`config.mk`:
```
export PLATFORM = sky130hd
export DESIGN_NAME = sio_ctrl
export DESIGN_NICKNAME = d
export VERILOG_FILES = /design/src/logic/sio_pkg.sv /design/src/logic/sio_buf_mem.sv /design/src/logic/sio_ctrl.sv
export VERILOG_INCLUDE_DIRS = /design/src /design/src/logic
export SDC_FILE = /design/constraint.sdc
export NUM_CORES = 1
export LEC_CHECK = 0
export BUFFER_PORTS_ARGS = -buffer_cell sky130_fd_sc_hd__buf_2
export CELL_PAD_IN_SITES_DETAIL_PLACEMENT = 1
export CELL_PAD_IN_SITES_GLOBAL_PLACEMENT = 2
export CORE_MARGIN = 1.5
export CORE_UTILIZATION = 41
export DETAILED_ROUTE_END_ITERATION = 10
export PLACE_DENSITY_LB_ADDON = 0.1
export SYNTH_ARGS = -nofsm -noshare
export SYNTH_HDL_FRONTEND = slang
export SYNTH_SLANG_ARGS = --single-unit
export TNS_END_PERCENT = 5
```
`constraint.sdc`:
```
create_clock -name clk_sys -period 5.6 [get_ports clk_sys]
set_input_delay 1.12 -clock clk_sys [delete_from_list [all_inputs] [get_ports clk_sys]]
set_output_delay 1.12 -clock clk_sys [all_outputs]
set_load 0.05 [all_outputs]
```
`src/logic/sio_regs.svh`:
```
// Purpose: register indices, field positions, codes and counts
// Assumes: byte address = 4 * register index
// Notes:   definitions only
`ifndef SIO_REGS_SVH
`define SIO_REGS_SVH

// ==========================================================
// register indices (byte address = 4 * index)
`define SIO_IDX_AUX      14'h1f95
`define SIO_IDX_MAIN     14'h1f96
`define SIO_IDX_STATE    14'h1f97
`define SIO_IDX_BUF0     14'h1f98
`define SIO_IDX_BUF7     14'h1f9f
`define SIO_IDX_IRQ_ST   14'h1fa0
`define SIO_IDX_IRQ_EN   14'h1fa1
`define SIO_IDX_IRQ_CLR  14'h1fa2

// ==========================================================
// field positions
`define SIO_MAIN_GO      7
`define SIO_MAIN_ABORT   6
`define SIO_MAIN_MODE_HI 5
`define SIO_MAIN_MODE_LO 3
`define SIO_MAIN_CLK_HI  2
`define SIO_MAIN_CLK_LO  0
`define SIO_AUX_CNT_HI   2
`define SIO_AUX_CNT_LO   0
`define SIO_AUX_WAIT_HI  4
`define SIO_AUX_WAIT_LO  3
`define SIO_ST_ACTIVE    7
`define SIO_ST_SHIFT     6
`define SIO_IRQ_DONE     0
`define SIO_IRQ_ABORT    1

// ==========================================================
// reset values
`define SIO_RST_BYTE     8'h00
`define SIO_RST_IRQ      2'h0

// ==========================================================
// mode and clock codes
`define SIO_MODE_TX8     3'h0
`define SIO_MODE_TX4     3'h2
`define SIO_MODE_TRX8    3'h4
`define SIO_MODE_RX8     3'h5
`define SIO_MODE_RX4     3'h6
`define SIO_CLK_RSVD     3'h6
`define SIO_CLK_EXT      3'h7

// ==========================================================
// timing: half-period masks of high_freq_clock / 2^n
`define SIO_DIV_MASK13   12'hfff
`define SIO_DIV_MASK8    12'h07f
`define SIO_DIV_MASK7    12'h03f
`define SIO_DIV_MASK6    12'h01f
`define SIO_DIV_MASK5    12'h00f
`define SIO_DIV_MASK4    12'h007
// wait gap in half bit periods for Tf = 2, 4, 8 word times
`define SIO_GAP_W1       7'h10
`define SIO_GAP_W2       7'h30
`define SIO_GAP_W3       7'h70
`define SIO_LAST_BIT8    3'h7
`define SIO_LAST_BIT4    3'h3

`endif

```
`src/logic/sio_pkg.sv`:
```
// Purpose: shared types of the serial controller
// Assumes: constants live in sio_regs.svh
// Notes:   types only
package sio_pkg;
  typedef logic [15:0] apb_addr_t;
  typedef logic [31:0] apb_data_t;
  typedef logic [7:0]  byte_t;
  typedef enum logic [2:0] {
    ST_IDLE, ST_LOAD, ST_FETCH, ST_SHIFT, ST_GAP
  } state_t;
endpackage

```
`src/logic/sio_buf_mem.sv`:
```
// Purpose: data buffer, one write port, two registered read ports
// Assumes: single clock, write and read in same cycle gives old data
// Notes:   no reset on the array
`timescale 1ns/1ps
module sio_buf_mem #(
  parameter int W     = 8,
  parameter int DEPTH = 8,
  parameter int AW    = 3
) (
  // clock and reset
  input  wire logic          clk_sys,
  input  wire logic          rst,
  // write port
  input  wire logic          we,
  input  wire logic [AW-1:0] waddr,
  input  wire logic [W-1:0]  wdata,
  // read ports
  input  wire logic [AW-1:0] raddr_a,
  output logic      [W-1:0]  rdata_a,
  input  wire logic [AW-1:0] raddr_b,
  output logic      [W-1:0]  rdata_b
);
  logic [W-1:0] mem_q [DEPTH];

  always_ff @(posedge clk_sys) begin
    if (we) begin
      mem_q[waddr] <= wdata;
    end
  end

  always_ff @(posedge clk_sys) begin
    if (rst) begin
      rdata_a <= '0;
      rdata_b <= '0;
    end else begin
      rdata_a <= mem_q[raddr_a];
      rdata_b <= mem_q[raddr_b];
    end
  end
endmodule // sio_buf_mem

```
`src/logic/sio_ctrl.sv`:
```
// Purpose: buffered clocked synchronous serial controller, apb slave
// Assumes: clk_sys is the high-frequency clock, 100 MHz
// Notes:   apb side keeps running while ce is low
//
// Local design decision: register access over APB.
`timescale 1ns/1ps
`include "sio_regs.svh"

// ==========================================================
module sio_ctrl (
  // clock, enable, reset
  input  wire logic               clk_sys,
  input  wire logic               ce,
  input  wire logic               rst,
  // apb slave
  input  wire logic               psel,
  input  wire logic               penable,
  input  wire logic               pwrite,
  input  wire sio_pkg::apb_addr_t paddr,
  input  wire sio_pkg::apb_data_t pwdata,
  input  wire logic [3:0]         pstrb,
  output sio_pkg::apb_data_t      prdata,
  output logic                    pready,
  output logic                    pslverr,
  // serial pins
  input  wire logic               sck_i,
  output logic                    sck_o,
  output logic                    sck_oe,
  input  wire logic               si,
  output logic                    so,
  // interrupt
  output logic                    irq
);
  import sio_pkg::*;

  // ========================================================
  // declarations
  state_t       state_q;
  logic         active_q;
  logic [2:0]   word_idx_q;
  logic [2:0]   bit_cnt_q;
  logic [6:0]   gap_cnt_q;
  logic [11:0]  div_cnt_q;
  byte_t        tx_sr_q;
  byte_t        rx_sr_q;
  logic         sck_q;
  logic         so_q;
  logic         sck_oe_q;
  logic         sck_m_q;
  logic         sck_s_q;
  logic         sck_d_q;
  logic         si_m_q;
  logic         si_s_q;
  logic         go_q;
  logic         abort_q;
  logic         arm_q;
  logic [2:0]   mode_q;
  logic [2:0]   clk_sel_q;
  logic [2:0]   cnt_q;
  logic [1:0]   wait_q;
  logic [1:0]   irq_en_q;
  logic [1:0]   irq_st_q;
  logic         irq_q;
  logic         rx_pend_q;
  logic [2:0]   rx_addr_q;
  byte_t        rx_data_q;
  logic         pready_q;
  logic         pslverr_q;
  apb_data_t    prdata_q;
  byte_t        rd_a;
  byte_t        rd_b;
  logic [13:0]  idx;
  logic         hit;
  logic         hs;
  logic         wr_ok;
  logic         wr_main;
  logic         wr_aux;
  logic         cpu_buf_wr;
  logic         ext_clk;
  logic         in_shift;
  logic         half_tick;
  logic         fall_ev;
  logic         rise_ev;
  logic         word_end;
  logic         last_word;
  logic         start_ok;
  logic         gap_on;
  logic         done_ev;
  logic [1:0]   irq_ev;
  logic [2:0]   last_bit;
  byte_t        rx_next;
  byte_t        rx_word;
  logic         mem_we;
  logic [2:0]   mem_waddr;
  byte_t        mem_wdata;
  apb_data_t    rd_val;

  // ========================================================
  // decode functions
  function automatic logic mode_ok(input logic [2:0] m);
    mode_ok = (m == `SIO_MODE_TX8) || (m == `SIO_MODE_TX4) ||
              (m == `SIO_MODE_TRX8) || (m == `SIO_MODE_RX8) ||
              (m == `SIO_MODE_RX4);
  endfunction

  function automatic logic mode_tx(input logic [2:0] m);
    mode_tx = (m == `SIO_MODE_TX8) || (m == `SIO_MODE_TX4) ||
              (m == `SIO_MODE_TRX8);
  endfunction

  function automatic logic mode_rx(input logic [2:0] m);
    mode_rx = (m == `SIO_MODE_TRX8) || (m == `SIO_MODE_RX8) ||
              (m == `SIO_MODE_RX4);
  endfunction

  function automatic logic mode_four(input logic [2:0] m);
    mode_four = (m == `SIO_MODE_TX4) || (m == `SIO_MODE_RX4);
  endfunction

  function automatic logic [11:0] div_mask(input logic [2:0] s);
    unique case (s)
      3'h0:    div_mask = `SIO_DIV_MASK13;
      3'h1:    div_mask = `SIO_DIV_MASK8;
      3'h2:    div_mask = `SIO_DIV_MASK7;
      3'h3:    div_mask = `SIO_DIV_MASK6;
      3'h4:    div_mask = `SIO_DIV_MASK5;
      default: div_mask = `SIO_DIV_MASK4;
    endcase
  endfunction

  function automatic logic [6:0] gap_halves(input logic [1:0] w);
    unique case (w)
      2'h0: gap_halves = 7'h00;
      2'h1: gap_halves = `SIO_GAP_W1;
      2'h2: gap_halves = `SIO_GAP_W2;
      2'h3: gap_halves = `SIO_GAP_W3;
    endcase
  endfunction

  // ========================================================
  // apb decode
  assign idx        = paddr[15:2];
  assign hit        = (paddr[1:0] == 2'h0) &&
                      (idx >= `SIO_IDX_AUX) && (idx <= `SIO_IDX_IRQ_CLR);
  assign hs         = psel && penable && pready_q;
  assign wr_ok      = hs && pwrite && hit && pstrb[0];
  // whole-byte writes only, no read-back to merge with
  assign wr_main    = wr_ok && (idx == `SIO_IDX_MAIN);
  assign wr_aux     = wr_ok && (idx == `SIO_IDX_AUX);
  assign cpu_buf_wr = wr_ok && (idx >= `SIO_IDX_BUF0) &&
                      (idx <= `SIO_IDX_BUF7);

  always_comb begin
    rd_val = '0;
    if (idx >= `SIO_IDX_BUF0 && idx <= `SIO_IDX_BUF7) begin
      rd_val[7:0] = rd_a;
    end else if (idx == `SIO_IDX_STATE) begin
      rd_val[`SIO_ST_ACTIVE] = active_q;
      rd_val[`SIO_ST_SHIFT]  = in_shift;
    end else if (idx == `SIO_IDX_IRQ_ST) begin
      rd_val[1:0] = irq_st_q;
    end else if (idx == `SIO_IDX_IRQ_EN) begin
      rd_val[1:0] = irq_en_q;
    end
  end

  // one wait state so buffer data come from the memory register
  always_ff @(posedge clk_sys) begin
    if (rst) begin
      pready_q  <= 1'b0;
      pslverr_q <= 1'b0;
      prdata_q  <= '0;
    end else if (psel && penable && !pready_q) begin
      pready_q  <= 1'b1;
      pslverr_q <= !hit;
      prdata_q  <= (pwrite || !hit) ? '0 : rd_val;
    end else begin
      pready_q  <= 1'b0;
      pslverr_q <= 1'b0;
      prdata_q  <= '0;
    end
  end

  // ========================================================
  // control registers
  always_ff @(posedge clk_sys) begin
    if (rst) begin
      go_q      <= 1'b0;
      mode_q    <= `SIO_MODE_TX8;
      clk_sel_q <= 3'h0;
    end else if (wr_main) begin
      go_q      <= pwdata[`SIO_MAIN_GO];
      mode_q    <= pwdata[`SIO_MAIN_MODE_HI:`SIO_MAIN_MODE_LO];
      clk_sel_q <= pwdata[`SIO_MAIN_CLK_HI:`SIO_MAIN_CLK_LO];
    end
  end

  // abort wins over a start written in the same byte
  always_ff @(posedge clk_sys) begin
    if (rst) begin
      abort_q <= 1'b0;
    end else if (wr_main && pwdata[`SIO_MAIN_ABORT]) begin
      abort_q <= 1'b1;
    end else if (ce && abort_q) begin
      abort_q <= 1'b0;
    end
  end

  always_ff @(posedge clk_sys) begin
    if (rst) begin
      arm_q <= 1'b0;
    end else if (wr_main) begin
      arm_q <= pwdata[`SIO_MAIN_GO] && !pwdata[`SIO_MAIN_ABORT];
    end else if (ce && (abort_q || start_ok)) begin
      arm_q <= 1'b0;
    end
  end

  // mode and clock changes assume software aborted first
  always_ff @(posedge clk_sys) begin
    if (rst) begin
      cnt_q  <= 3'h0;
      wait_q <= 2'h0;
    end else if (wr_aux) begin
      cnt_q  <= pwdata[`SIO_AUX_CNT_HI:`SIO_AUX_CNT_LO];
      wait_q <= pwdata[`SIO_AUX_WAIT_HI:`SIO_AUX_WAIT_LO];
    end
  end

  // ========================================================
  // pin synchronisers
  always_ff @(posedge clk_sys) begin
    if (rst) begin
      sck_m_q <= 1'b1;
      sck_s_q <= 1'b1;
      sck_d_q <= 1'b1;
      si_m_q  <= 1'b1;
      si_s_q  <= 1'b1;
    end else if (ce) begin
      sck_m_q <= sck_i;
      sck_s_q <= sck_m_q;
      sck_d_q <= sck_s_q;
      si_m_q  <= si;
      si_s_q  <= si_m_q;
    end
  end

  // ========================================================
  // clock source and edges
  assign ext_clk   = (clk_sel_q == `SIO_CLK_EXT);
  assign in_shift  = (state_q == ST_SHIFT);
  assign half_tick = ((div_cnt_q & div_mask(clk_sel_q)) ==
                      div_mask(clk_sel_q));
  assign fall_ev   = in_shift && (ext_clk ? (sck_d_q && !sck_s_q) :
                                            (half_tick && sck_q));
  assign rise_ev   = in_shift && (ext_clk ? (!sck_d_q && sck_s_q) :
                                            (half_tick && !sck_q));
  assign last_bit  = mode_four(mode_q) ? `SIO_LAST_BIT4 : `SIO_LAST_BIT8;
  assign word_end  = rise_ev && (bit_cnt_q == last_bit);
  assign last_word = (word_idx_q == cnt_q);
  assign start_ok  = (state_q == ST_IDLE) && arm_q && !abort_q &&
                     mode_ok(mode_q) && (clk_sel_q != `SIO_CLK_RSVD);
  assign gap_on    = !ext_clk && (wait_q != 2'h0) &&
                     ((mode_q == `SIO_MODE_TRX8) ||
                      (mode_q == `SIO_MODE_RX8));
  assign rx_next   = {si_s_q, rx_sr_q[7:1]};
  assign rx_word   = mode_four(mode_q) ? {4'h0, rx_next[7:4]} :
                                         rx_next;

  // restarting at zero keeps the first half period full length
  always_ff @(posedge clk_sys) begin
    if (rst) begin
      div_cnt_q <= 12'h000;
    end else if (ce) begin
      if (in_shift || state_q == ST_GAP) begin
        div_cnt_q <= div_cnt_q + 12'h001;
      end else begin
        div_cnt_q <= 12'h000;
      end
    end
  end

  // ========================================================
  // sequencer
  always_ff @(posedge clk_sys) begin
    if (rst) begin
      state_q    <= ST_IDLE;
      active_q   <= 1'b0;
      word_idx_q <= 3'h0;
      bit_cnt_q  <= 3'h0;
      gap_cnt_q  <= 7'h00;
    end else if (ce) begin
      if (abort_q) begin
        state_q  <= ST_IDLE;
        active_q <= 1'b0;
      end else begin
        unique case (state_q)
          ST_IDLE: begin
            if (start_ok) begin
              state_q    <= ST_LOAD;
              active_q   <= 1'b1;
              word_idx_q <= 3'h0;
            end
          end
          ST_LOAD: state_q <= ST_FETCH;
          ST_FETCH: begin
            state_q   <= ST_SHIFT;
            bit_cnt_q <= 3'h0;
          end
          ST_SHIFT: begin
            if (rise_ev) begin
              bit_cnt_q <= bit_cnt_q + 3'h1;
            end
            if (word_end) begin
              word_idx_q <= last_word ? 3'h0 : word_idx_q + 3'h1;
              gap_cnt_q  <= 7'h00;
              if (last_word && !go_q) begin
                state_q  <= ST_IDLE;
                active_q <= 1'b0;
              end else if (gap_on) begin
                state_q <= ST_GAP;
              end else begin
                state_q <= ST_LOAD;
              end
            end
          end
          ST_GAP: begin
            if (half_tick) begin
              gap_cnt_q <= gap_cnt_q + 7'h01;
              if (gap_cnt_q == gap_halves(wait_q) - 7'h01) begin
                state_q <= ST_LOAD;
              end
            end
          end
        endcase
      end
    end
  end

  // ========================================================
  // shifter and pins
  always_ff @(posedge clk_sys) begin
    if (rst) begin
      tx_sr_q  <= `SIO_RST_BYTE;
      rx_sr_q  <= `SIO_RST_BYTE;
      so_q     <= 1'b1;
      sck_q    <= 1'b1;
      sck_oe_q <= 1'b0;
    end else if (ce) begin
      sck_oe_q <= active_q && !ext_clk;
      if (state_q == ST_FETCH) begin
        tx_sr_q <= rd_b;
      end
      if (fall_ev) begin
        so_q    <= mode_tx(mode_q) ? tx_sr_q[0] : 1'b1;
        tx_sr_q <= {1'b0, tx_sr_q[7:1]};
      end else if (state_q == ST_IDLE) begin
        so_q <= 1'b1;
      end
      if (rise_ev) begin
        rx_sr_q <= rx_next;
      end
      if (!in_shift) begin
        sck_q <= 1'b1;
      end else if (!ext_clk && half_tick) begin
        sck_q <= !sck_q;
      end
    end
  end

  // ========================================================
  // buffer: received words wait one cycle behind a cpu write
  always_ff @(posedge clk_sys) begin
    if (rst) begin
      rx_pend_q <= 1'b0;
      rx_addr_q <= 3'h0;
      rx_data_q <= `SIO_RST_BYTE;
    end else if (ce && word_end && mode_rx(mode_q) && !abort_q) begin
      rx_pend_q <= 1'b1;
      rx_addr_q <= word_idx_q;
      rx_data_q <= rx_word;
    end else if (!cpu_buf_wr) begin
      rx_pend_q <= 1'b0;
    end
  end

  assign mem_we    = cpu_buf_wr || rx_pend_q;
  assign mem_waddr = cpu_buf_wr ? idx[2:0] : rx_addr_q;
  assign mem_wdata = cpu_buf_wr ? pwdata[7:0] : rx_data_q;

  sio_buf_mem #(
    .W     (8),
    .DEPTH (8),
    .AW    (3)
  ) u_buf (
    .clk_sys (clk_sys),
    .rst     (rst),
    .we      (mem_we),
    .waddr   (mem_waddr),
    .wdata   (mem_wdata),
    .raddr_a (idx[2:0]),
    .rdata_a (rd_a),
    .raddr_b (word_idx_q),
    .rdata_b (rd_b)
  );

  // ========================================================
  // interrupt: set wins over clear
  assign done_ev = ce && word_end && last_word && !abort_q;
  assign irq_ev  = {ce && abort_q && active_q, done_ev};

  always_ff @(posedge clk_sys) begin
    if (rst) begin
      irq_st_q <= `SIO_RST_IRQ;
      irq_en_q <= `SIO_RST_IRQ;
      irq_q    <= 1'b0;
    end else begin
      if (wr_ok && idx == `SIO_IDX_IRQ_CLR) begin
        irq_st_q <= (irq_st_q & ~pwdata[1:0]) | irq_ev;
      end else begin
        irq_st_q <= irq_st_q | irq_ev;
      end
      if (wr_ok && idx == `SIO_IDX_IRQ_EN) begin
        irq_en_q <= pwdata[1:0];
      end
      irq_q <= |(irq_st_q & irq_en_q);
    end
  end

  assign prdata  = prdata_q;
  assign pready  = pready_q;
  assign pslverr = pslverr_q;
  assign sck_o   = sck_q;
  assign sck_oe  = sck_oe_q;
  assign so      = so_q;
  assign irq     = irq_q;
endmodule // sio_ctrl

```
# Word-level counts from Yosys, hierarchy flattened
# Memories as Yosys holds them, arrays and structs flattened. A register that Yosys moved wholly into a read port is not among the register bits.
# Index checks and enable logic that the tools add are counted.
# word_totals
ramBits	64
memories	1
reg_bits	118
in_bits	60
out_inout_bits	38
# memory_table
name	depth	width	read_ports	rd_clocked_by_memory_dff	write_ports	line_no	source
u_buf.mem_q	8	8	2	2	1	sio_buf_mem.sv:23	logic [W-1:0] mem_q [DEPTH];
# classes
n_addsub	5
n_bitwise	9
n_mux	59
n_eq_ne	38
n_reduce_logical	88
order_cmp	4
# op_table
cell	count
$eq 14x13->1 const B	6
$pmux 12 s5	1
$mux 7	7
$logic_and 1x1->1	41
$mux 3	13
$mux 8	4
$ge 14x13->1 const B	2
$le 14x13->1 const B	2
$pmux 7 s4	1
$mux 1	20
$reduce_and 5->1	4
$eq 3x3->1 const B	6
$reduce_bool 2->1	8
$eq 3x2->1 const B	5
$pmux 3 s5	1
$mux 2	7
$pmux 7 s2	1
$add 12x1->12 const B	1
$and 12x12->12	1
$eq 12x12->1	1
$mux 12	1
$pmux 3 s2	2
$logic_or 1x1->1	11
$logic_not 1->1	9
other kinds (25)	48

# Depth between registers and ports, before layout
# Gate-level depths: netlist (run 1).
# depth
ltp_word	15
ltp_mapped	9

# By module
# A second synthesis (run 1) with hierarchy kept.
# hier_totals
hier_cells	728
area_unflattened_um2	8303.0
# by_module_without_submodules
mod	cells_per_inst	n_inst	area_per_inst_um2
sio_ctrl	559	1	4852.2
sio_buf_mem	169	1	3450.8

# Least setup slack after synthesis (run 1)
# OpenSTA, ideal clock, no wires.
# synth_path
kind	input-to-reg
from	input paddr[5]
to	memory u_buf.mem_q[2][0] (enable)
t_arrival_ns	3.275
path_slack_ns	1.949
setup_ns	0.376
n_path_buf	2
stages	7
path_cell_list	buf_6 or4_4 a211oi_2 o221a_2 nand3_1 buf_2 mux2i_1
# synth_via
elab_chain_cells	10
word_cells_on_any_way	14
# synth_rtl
item	line_no	source
start, declared	sio_ctrl.sv:19	input wire sio_pkg::apb_addr_t paddr,
$ge 14x13->1 (no source line)	n/a	
$logic_and 1x1->1 (2 in a row)	sio_ctrl.sv:143	assign hit = (paddr[1:0] == 2'h0) &&
$logic_and 1x1->1 (2 in a row)	sio_ctrl.sv:146	assign wr_ok = hs && pwrite && hit && pstrb[0];
$logic_and 1x1->1	sio_ctrl.sv:150	assign cpu_buf_wr = wr_ok && (idx >= `SIO_IDX_BUF0) &&
$logic_and 1x1->1 (*)	sio_ctrl.sv:150	
$logic_or 1x1->1	sio_ctrl.sv:387	assign mem_we = cpu_buf_wr || rx_pend_q;
$mux 1	sio_buf_mem.sv:26	if (we) begin
$mux 1 (implied by the code)	sio_buf_mem.sv:27	mem_q[waddr] <= wdata;
end, declared	sio_buf_mem.sv:23	
# Mark *: on every way between the ends. The rest lies on a longest branch, timed or not.

# Final worst setup path (run 1)
# layout_path
from	input paddr[3]
to	memory u_buf.mem_q[5][7] (enable)
# layout_via
elab_chain_cells	10
word_cells_on_any_way	14
# layout_rtl
item	line_no
$ge 14x13->1 (no source line)	n/a
$logic_and 1x1->1 (2 in a row)	sio_ctrl.sv:143
$logic_and 1x1->1 (2 in a row)	sio_ctrl.sv:146
$logic_and 1x1->1 (2 in a row)	sio_ctrl.sv:150
$logic_or 1x1->1	sio_ctrl.sv:387
$mux 1	sio_buf_mem.sv:26
$mux 1 (implied by the code)	sio_buf_mem.sv:27
# Parallel ways exist; a longest one is shown, timed or not.

==> flow_summary.toml, run 1 <==
[run_status]
status = "finished clean"

[floorplan]
io-pin-count = 98
num_rows = 52
die-height_um = 147
core_area_sq_um = 20200
initial_core_util_pct = 41.8
fp.dieArea_sq_um = 21500
die_w_um = 147

[drt]
vias = 6120
dr.pass1.iters = 4
wl_per_cell_um = 20.6
drt_iter0_drc = 263
drc = 0
ant_nets = 0
avgViaCountPerCell = 5.57
routed_wl_um = 22600

[critical_path]
path_max_fanout = 25
rrSetupSlack_ns = 2.58
path_class = "input pin to register"
crit_path_end_kind = "register"
startpoint_type = "input pin"
cp.arrival_ns = 3.81
timing.rr.end = "rx_data_q[2]"
ff2ff_path_depth = 7
crit_required_ns = 5.76
r2r_start = "div_cnt_q[0]"

[synthesis]
synth-warning-count = 0
syn-cell-area_sq_um = 8450
synth_edf_count = 64
synth_flop_cell = "dfxtp_1"
netlist_instances = 786
synth.avg_cell_area_sq_um = 10.7
ys_seq_area_share_pct = 48.6
ys_ff_latch = 173
synthArstFlopShare_pct = 0
synth_cell_types = 74

[clock_network]
cts.sinks = 173
cts_root_buf = "clkbuf_16"
cts_resized = 0
numCtsBuffers = 17
postCtsSetupRepairBufs = 0
insertion_delay_ns = 0.45
htreeDepth = 4
cts_tree = "done"
clkSlewWorstSetupHoldPaths_ns = 0.07
hold_buffers = 0
clockBufferDepth = 2

[timing]
timing.final.crit_share_pct = 65.2
worst_slack_ns = 1.95
drv_slew = 0
slew_headroom_pct = 24.8
setup_viol = 0
finalHoldViolCount = 0
max_freq_mhz = 274
clock_skew_ns = 0.0164
worst_pin_slew_ns = 1.13
rsz0062_at_grt = "false"
period_minus_slack_ns = 3.65
tns_ns = 0
whs_ns = 0.432

[placement]
routabilityCongestion = 0.803
placed_area_sq_um = 8770
port-buffer-count = 46
hpwl_um = 16000
place_ws_ns = 1.47

[power_and_ir_drop]
power_uw = 2680
peakVddDrop_v = 0.000184
power.density_nw_per_um2 = 285
p_leak_uw = 0.00328

[final_layout]
area_growth_pct = 11.3
final_cell_mix = "109 x dfxtp_1, 76 x nand2_1, 64 x edfxtp_1, 61 x nor2_1, 49 x a21oi_1"
final_nets = 881
final_common_cell = "dfxtp_1"
stdcell_area_sq_um = 9400
antenna_cells = 0
layout-drive-gt1-share_pct = 16.8

[grt]
antenna_found_initial = 0
grt_max_degree = 69
first_global_vias = 6420
grt_pass1_wl_um = 35700
grt-ovfl-total = 0
grt_util_all_layers_pct = 21.7

[min_path]
hold_start = "u_buf.rdata_a[4]"
whs_path_depth = 1
hold_class = "register to register"
hold_end = "prdata[4]"

[flow_run]
drv_cap = 0
synthesized netlist by cell type, drive strengths merged, types with 2 or more instances:
| cell type | instances | area (sq um) |
|---|---|---|
| nand3b | 4 | 30.0 |
| nand4 | 10 | 68.8 |
| and4 | 5 | 43.8 |
| inv | 13 | 48.8 |
| a21o | 6 | 45.0 |
| a22oi | 2 | 15.0 |
| edfxtp | 64 | 1920 |
| o21a | 5 | 37.5 |
| nor3 | 18 | 90.1 |
| nand2b | 21 | 131 |
| nand2 | 76 | 285 |
| nor3b | 3 | 22.5 |
| or3b | 2 | 17.5 |
| xor2 | 8 | 70.1 |
| and3b | 2 | 17.5 |
| nand3 | 28 | 140 |
| a211oi | 2 | 20.0 |
| nor2 | 62 | 249 |
| or4 | 3 | 26.3 |
| nand4b | 4 | 35.0 |
| nor4 | 3 | 18.8 |
| or2 | 6 | 37.5 |
| and2 | 12 | 75.1 |
| a31oi | 6 | 37.5 |
| or3 | 6 | 37.5 |
| mux4 | 32 | 721 |
| a21oi | 50 | 254 |
| o32ai | 3 | 26.3 |
| and3 | 9 | 57.6 |
| mux2i | 39 | 390 |
| o21ai | 24 | 131 |
| o21bai | 3 | 22.5 |
| xnor2 | 7 | 61.3 |
| a211o | 6 | 52.6 |
| clkbuf | 31 | 136 |
| dfxtp | 109 | 2180 |
| a311oi | 12 | 105 |
| ha | 6 | 75.1 |
| nor2b | 13 | 81.3 |
| a2111oi | 5 | 81.3 |
| mux2 | 14 | 158 |
| buf | 35 | 244 |
| o211ai | 4 | 35.0 |
layout make-up:
cell class | instances | area (sq um)
clock buffer | 17 | 425
clock inverter | 15 | 203
fill | 2211 | 10800
inverter | 14 | 52.6
multi-input combinational | 555 | 3990
sequential | 173 | 4100
tap | 270 | 338
timing repair buffer | 54 | 290
layer usage:
metal / vias to the layer above / track usage (%) / share of wire, %
li1: 2888 / - / -
met1: 3088 / 26.7 / 44
met2: 119 / 39.2 / 52
met3: 25 / 3.59 / 2.4
met4: 0 / 5.81 / 1.5
met5: - / 0 / 0
worst max-delay path, stage by stage:
cell and delay [ns]:
buf_2 0.51, nor4bb_1 0.45, and4bb_4 0.32, o221a_2 0.28
nand3_1 0.10, buf_4 0.23, mux2i_1 0.51, buf_4 0.27
how the worst max path moves through the flow:
stage,from,to,depth (start not counted)
floorplan,paddr[5],u_buf.mem_q[2][0],7
global placement,paddr[2],u_buf.mem_q[5][7],9
detailed placement,paddr[3],u_buf.mem_q[5][7],8
CTS,paddr[3],u_buf.mem_q[5][7],8
global route,paddr[2],u_buf.mem_q[5][7],8
finish,paddr[3],u_buf.mem_q[5][7],8
through the flow:
step / util [%] / cells
6_report: 46.5 / 1098
5_1_grt: 46.5 / 1098
4_1_cts: 46.5 / 1098
3_5_place_dp: 43.4 / 1066
3_3_place_gp: 43.4 / 1066
2_1_floorplan: - / 809
registers in the layout, summed over array words and instances (netlist names), 2 cells and up:
name	cells
u_buf.rdata_b	8
wait_q	2
state_q	3
prdata	8
tx_sr_q	8
rx_addr_q	3
irq_en_q	2
div_cnt_q	12
gap_cnt_q	7
rx_data_q	8
u_buf.mem_q	64
clk_sel_q	3
irq_st_q	2
mode_q	3
rx_sr_q	7
word_idx_q	3
bit_cnt_q	3
u_buf.rdata_a	8
cnt_q	3
kinds of logic after synthesis:
| logic type | Yosys count | synth area share, % |
|---|---|---|
| AO/OA/AOI/OAI | 135 | 10.9 |
| XOR/XNOR | 15 | 1.55 |
| adder cells (fa/ha/maj) | 6 | 0.888 |
| buffers and inverters | 81 | 5.23 |
| flip-flops | 173 | 48.6 |
| multiplexers | 85 | 15.0 |
| other | 1 | 0.0444 |
| AND/OR/NAND/NOR | 290 | 17.8 |
power by group:
group,switching [uW],total [uW],internal (uW)
sequential,3.87,1300,1300
combinational,92.9,128,34.9
clock,594,1250,653
Power figures use the tool's default switching activity.
==> inputs of run 2 (changes only) <==
--- a/config.mk
+++ b/config.mk
@@ -6,11 +6,12 @@
 export SDC_FILE = /design/constraint.sdc
 export NUM_CORES = 1
 export LEC_CHECK = 0
+export ABC_AREA = 1
 export BUFFER_PORTS_ARGS = -buffer_cell sky130_fd_sc_hd__buf_2
 export CELL_PAD_IN_SITES_DETAIL_PLACEMENT = 1
 export CELL_PAD_IN_SITES_GLOBAL_PLACEMENT = 2
 export CORE_MARGIN = 1.5
-export CORE_UTILIZATION = 41
+export CORE_UTILIZATION = 31
 export DETAILED_ROUTE_END_ITERATION = 10
 export PLACE_DENSITY_LB_ADDON = 0.1
 export SYNTH_ARGS = -nofsm -noshare
==> constraint.sdc (replaced) <==
create_clock -name clk_sys -period 3.1 [get_ports clk_sys]
set_input_delay 0.62 -clock clk_sys [delete_from_list [all_inputs] [get_ports clk_sys]]
set_output_delay 0.62 -clock clk_sys [all_outputs]
set_load 0.05 [all_outputs]
==> flow_summary.toml, run 2 <==
[run_status]
status = "finished clean"

[grt]
first_global_vias = 7038
grt_max_degree = 60
grt-ovfl-total = 0
grt_pass1_wl_um = 40500
grt_util_all_layers_pct = 20.0
antenna_found_initial = 1

[critical_path]
ff2ff_path_depth = 9
timing.rr.end = "rx_sr_q[7]"
startpoint_type = "register"
rrSetupSlack_ns = 0.61
crit_required_ns = 3.39
crit_path_end_kind = "register"
path_max_fanout = 14
path_class = "register to register"
r2r_start = "div_cnt_q[9]"
cp.arrival_ns = 2.77

[floorplan]
core_area_sq_um = 25900
initial_core_util_pct = 31.4
fp.dieArea_sq_um = 27300
die_w_um = 165
num_rows = 59
io-pin-count = 98
die-height_um = 165

[final_layout]
final_common_cell = "nand2_1"
utilization_pct = 36.3
final_nets = 1166
n_fill_cell = 3167
reg_top3 = "u_buf.mem_q x64, div_cnt_q x12"
regMostFlops = "u_buf.mem_q"
antenna_cells = 0
final_cell_mix = "205 x nand2_1, 189 x nor2_1, 109 x dfxtp_1, 106 x inv_1, 99 x o21ai_0"
largest_register_ffs = 64
stdcell_count = 1448
area_growth_pct = 15.4
layout-drive-gt1-share_pct = 11.6

[timing]
clock_skew_ns = 0.0128
worst_pin_slew_ns = 1.06
max_freq_mhz = 402
finalHoldViolCount = 0
slew_headroom_pct = 29.4
rsz0062_at_grt = "false"
tns_ns = 0
drv_slew = 0
period_minus_slack_ns = 2.49
setup_viol = 0
whs_ns = 0.400
timing.final.crit_share_pct = 80.2

[clock_network]
cts_tree = "done"
clockBufferDepth = 2
insertion_delay_ns = 0.44
cts.sinks = 173
numCtsBuffers = 17
hold_buffers = 0
clkSlewWorstSetupHoldPaths_ns = 0.08
cts_resized = 0
htreeDepth = 4
cts_root_buf = "clkbuf_16"
postCtsSetupRepairBufs = 0

[drt]
dr.pass1.iters = 5
drc = 0
vias = 6982
ant_nets = 0
avgViaCountPerCell = 4.82
routed_wl_um = 25700
drt_iter0_drc = 345
wl_per_cell_um = 17.7

[synthesis]
synth_flop_cell = "dfxtp_1"
synth_cell_types = 45
synthTopCellsByCount = "205 x nand2_1, 189 x nor2_1, 109 x dfxtp_1"
synth.avg_cell_area_sq_um = 7.85
ys_ff_latch = 173
synth_edf_count = 64
synth_area_leaders = "dfxtp_1 27%, edfxtp_1 24%, nand2_1 9.4%"
syn-cell-area_sq_um = 8150
netlist_instances = 1038
yosysTopAreaCellShare_pct = 26.8
synth.largest_area_cell = "dfxtp_1"
synth.most_common_cell = "nand2_1"
ys_seq_area_share_pct = 50.4
synthArstFlopShare_pct = 0
synth-warning-count = 0

[min_path]
hold_class = "input pin to register"
whs_path_depth = 3
hold_end = "sck_m_q"
hold_start = "sck_i"

[power_and_ir_drop]
p_leak_uw = 0.00384
p_sw_share_pct = 30.2
pwr-share-seq_pct = 47.2
net-switching-power_uw = 1600
p_clk_share_pct = 39.6
peakVddDrop_v = 0.000296
p_int_uw = 3700
power.density_nw_per_um2 = 563
comb_power_share_pct = 13.2

[placement]
routabilityCongestion = 0.756
placed_cells = 1416
hpwl_um = 18100
port-buffer-count = 46

[flow_run]
drv_cap = 0
[run 2: logic make-up (layout without fill, tap and decap cells)]
| logic type | after synthesis | after routing | share of synthesized area, % |
|---|---|---|---|
| flip-flops | 173 | 173 | 50.4 |
| buffers and inverters | 170 | 222 | 9.04 |
| AND/OR/NAND/NOR | 478 | 478 | 24.3 |
| AO/OA/AOI/OAI | 202 | 202 | 14.4 |
| other | 1 | 24 | 0.0460 |
| XOR/XNOR | 8 | 8 | 0.860 |
| adder cells (fa/ha/maj) | 6 | 6 | 0.921 |
[run 2: worst max-delay path, cell delays in order, from the launching register on]
cell      delay [ns]
dfxtp_1         0.38
nand2_1         0.07
nor2_1          0.23
nand2_1         0.13
nand2_1         0.12
nand4_1         0.16
a21boi_0        0.41
nand3_1         0.52
nor2_1          0.24
a211oi_1        0.07
[run 2: metrics by stage]
step / setup slack (ns) / power (uW) / instance area [sq um]
2_1_floorplan: 0.475 / 3040 / 8230
3_3_place_gp: 0.223 / 3250 / 8830
3_5_place_dp: 0.190 / 3260 / 8830
4_1_cts: 0.621 / 5380 / 9400
5_1_grt: 0.308 / 5580 / 9400
6_report: 0.613 / 5300 / 9400
[run 2: worst max path at each step]
| stage | startpoint | to | slack, ns | cells after the start |
|---|---|---|---|---|
| 3_5_place_dp | paddr[15] | u_buf.mem_q[7][5] | 0.19 | 15 |
| 2_1_floorplan | paddr[11] | u_buf.mem_q[1][0] | 0.48 | 14 |
| 6_report | div_cnt_q[9] | rx_sr_q[7] | 0.61 | 9 |
| 4_1_cts | div_cnt_q[9] | rx_sr_q[7] | 0.62 | 9 |
| 3_3_place_gp | paddr[15] | u_buf.mem_q[7][5] | 0.22 | 15 |
| 5_1_grt | div_cnt_q[8] | rx_sr_q[7] | 0.31 | 9 |
[run 2: layout make-up]
| class | instances | area [sq um] | share of cell area, % |
|---|---|---|---|
| multi-input cells | 718 | 3390 | 36.1 |
| clock buffers | 17 | 425 | 4.53 |
| clock inverters | 15 | 146 | 1.56 |
| well taps | 335 | 419 | 4.46 |
| inverters | 110 | 413 | 4.39 |
| flip-flops and latches | 173 | 4100 | 43.7 |
| repair buffers | 80 | 498 | 5.30 |
[run 2: power groups by stage]
| stage | Sequential [uW] | Combinational (uW) | Clock, uW |
|---|---|---|---|
| 2_1_floorplan | 2560 | 473 | 0 |
| 3_3_place_gp | 2550 | 700 | 0 |
| 3_5_place_dp | 2550 | 705 | 0 |
| 4_1_cts | 2500 | 709 | 2170 |
| 5_1_grt | 2510 | 794 | 2280 |
| 6_report | 2500 | 699 | 2100 |
[run 2: layer usage]
| metal | GRT usage [%] | vias to the layer above | share of wire [%] |
|---|---|---|---|
| met5 | 0 | - | 0 |
| met4 | 4.75 | 0 | 1.0 |
| met3 | 3.25 | 20 | 3.5 |
| met2 | 31.2 | 120 | 44 |
| met1 | 28.9 | 3338 | 51 |
| li1 | - | 3504 | - |
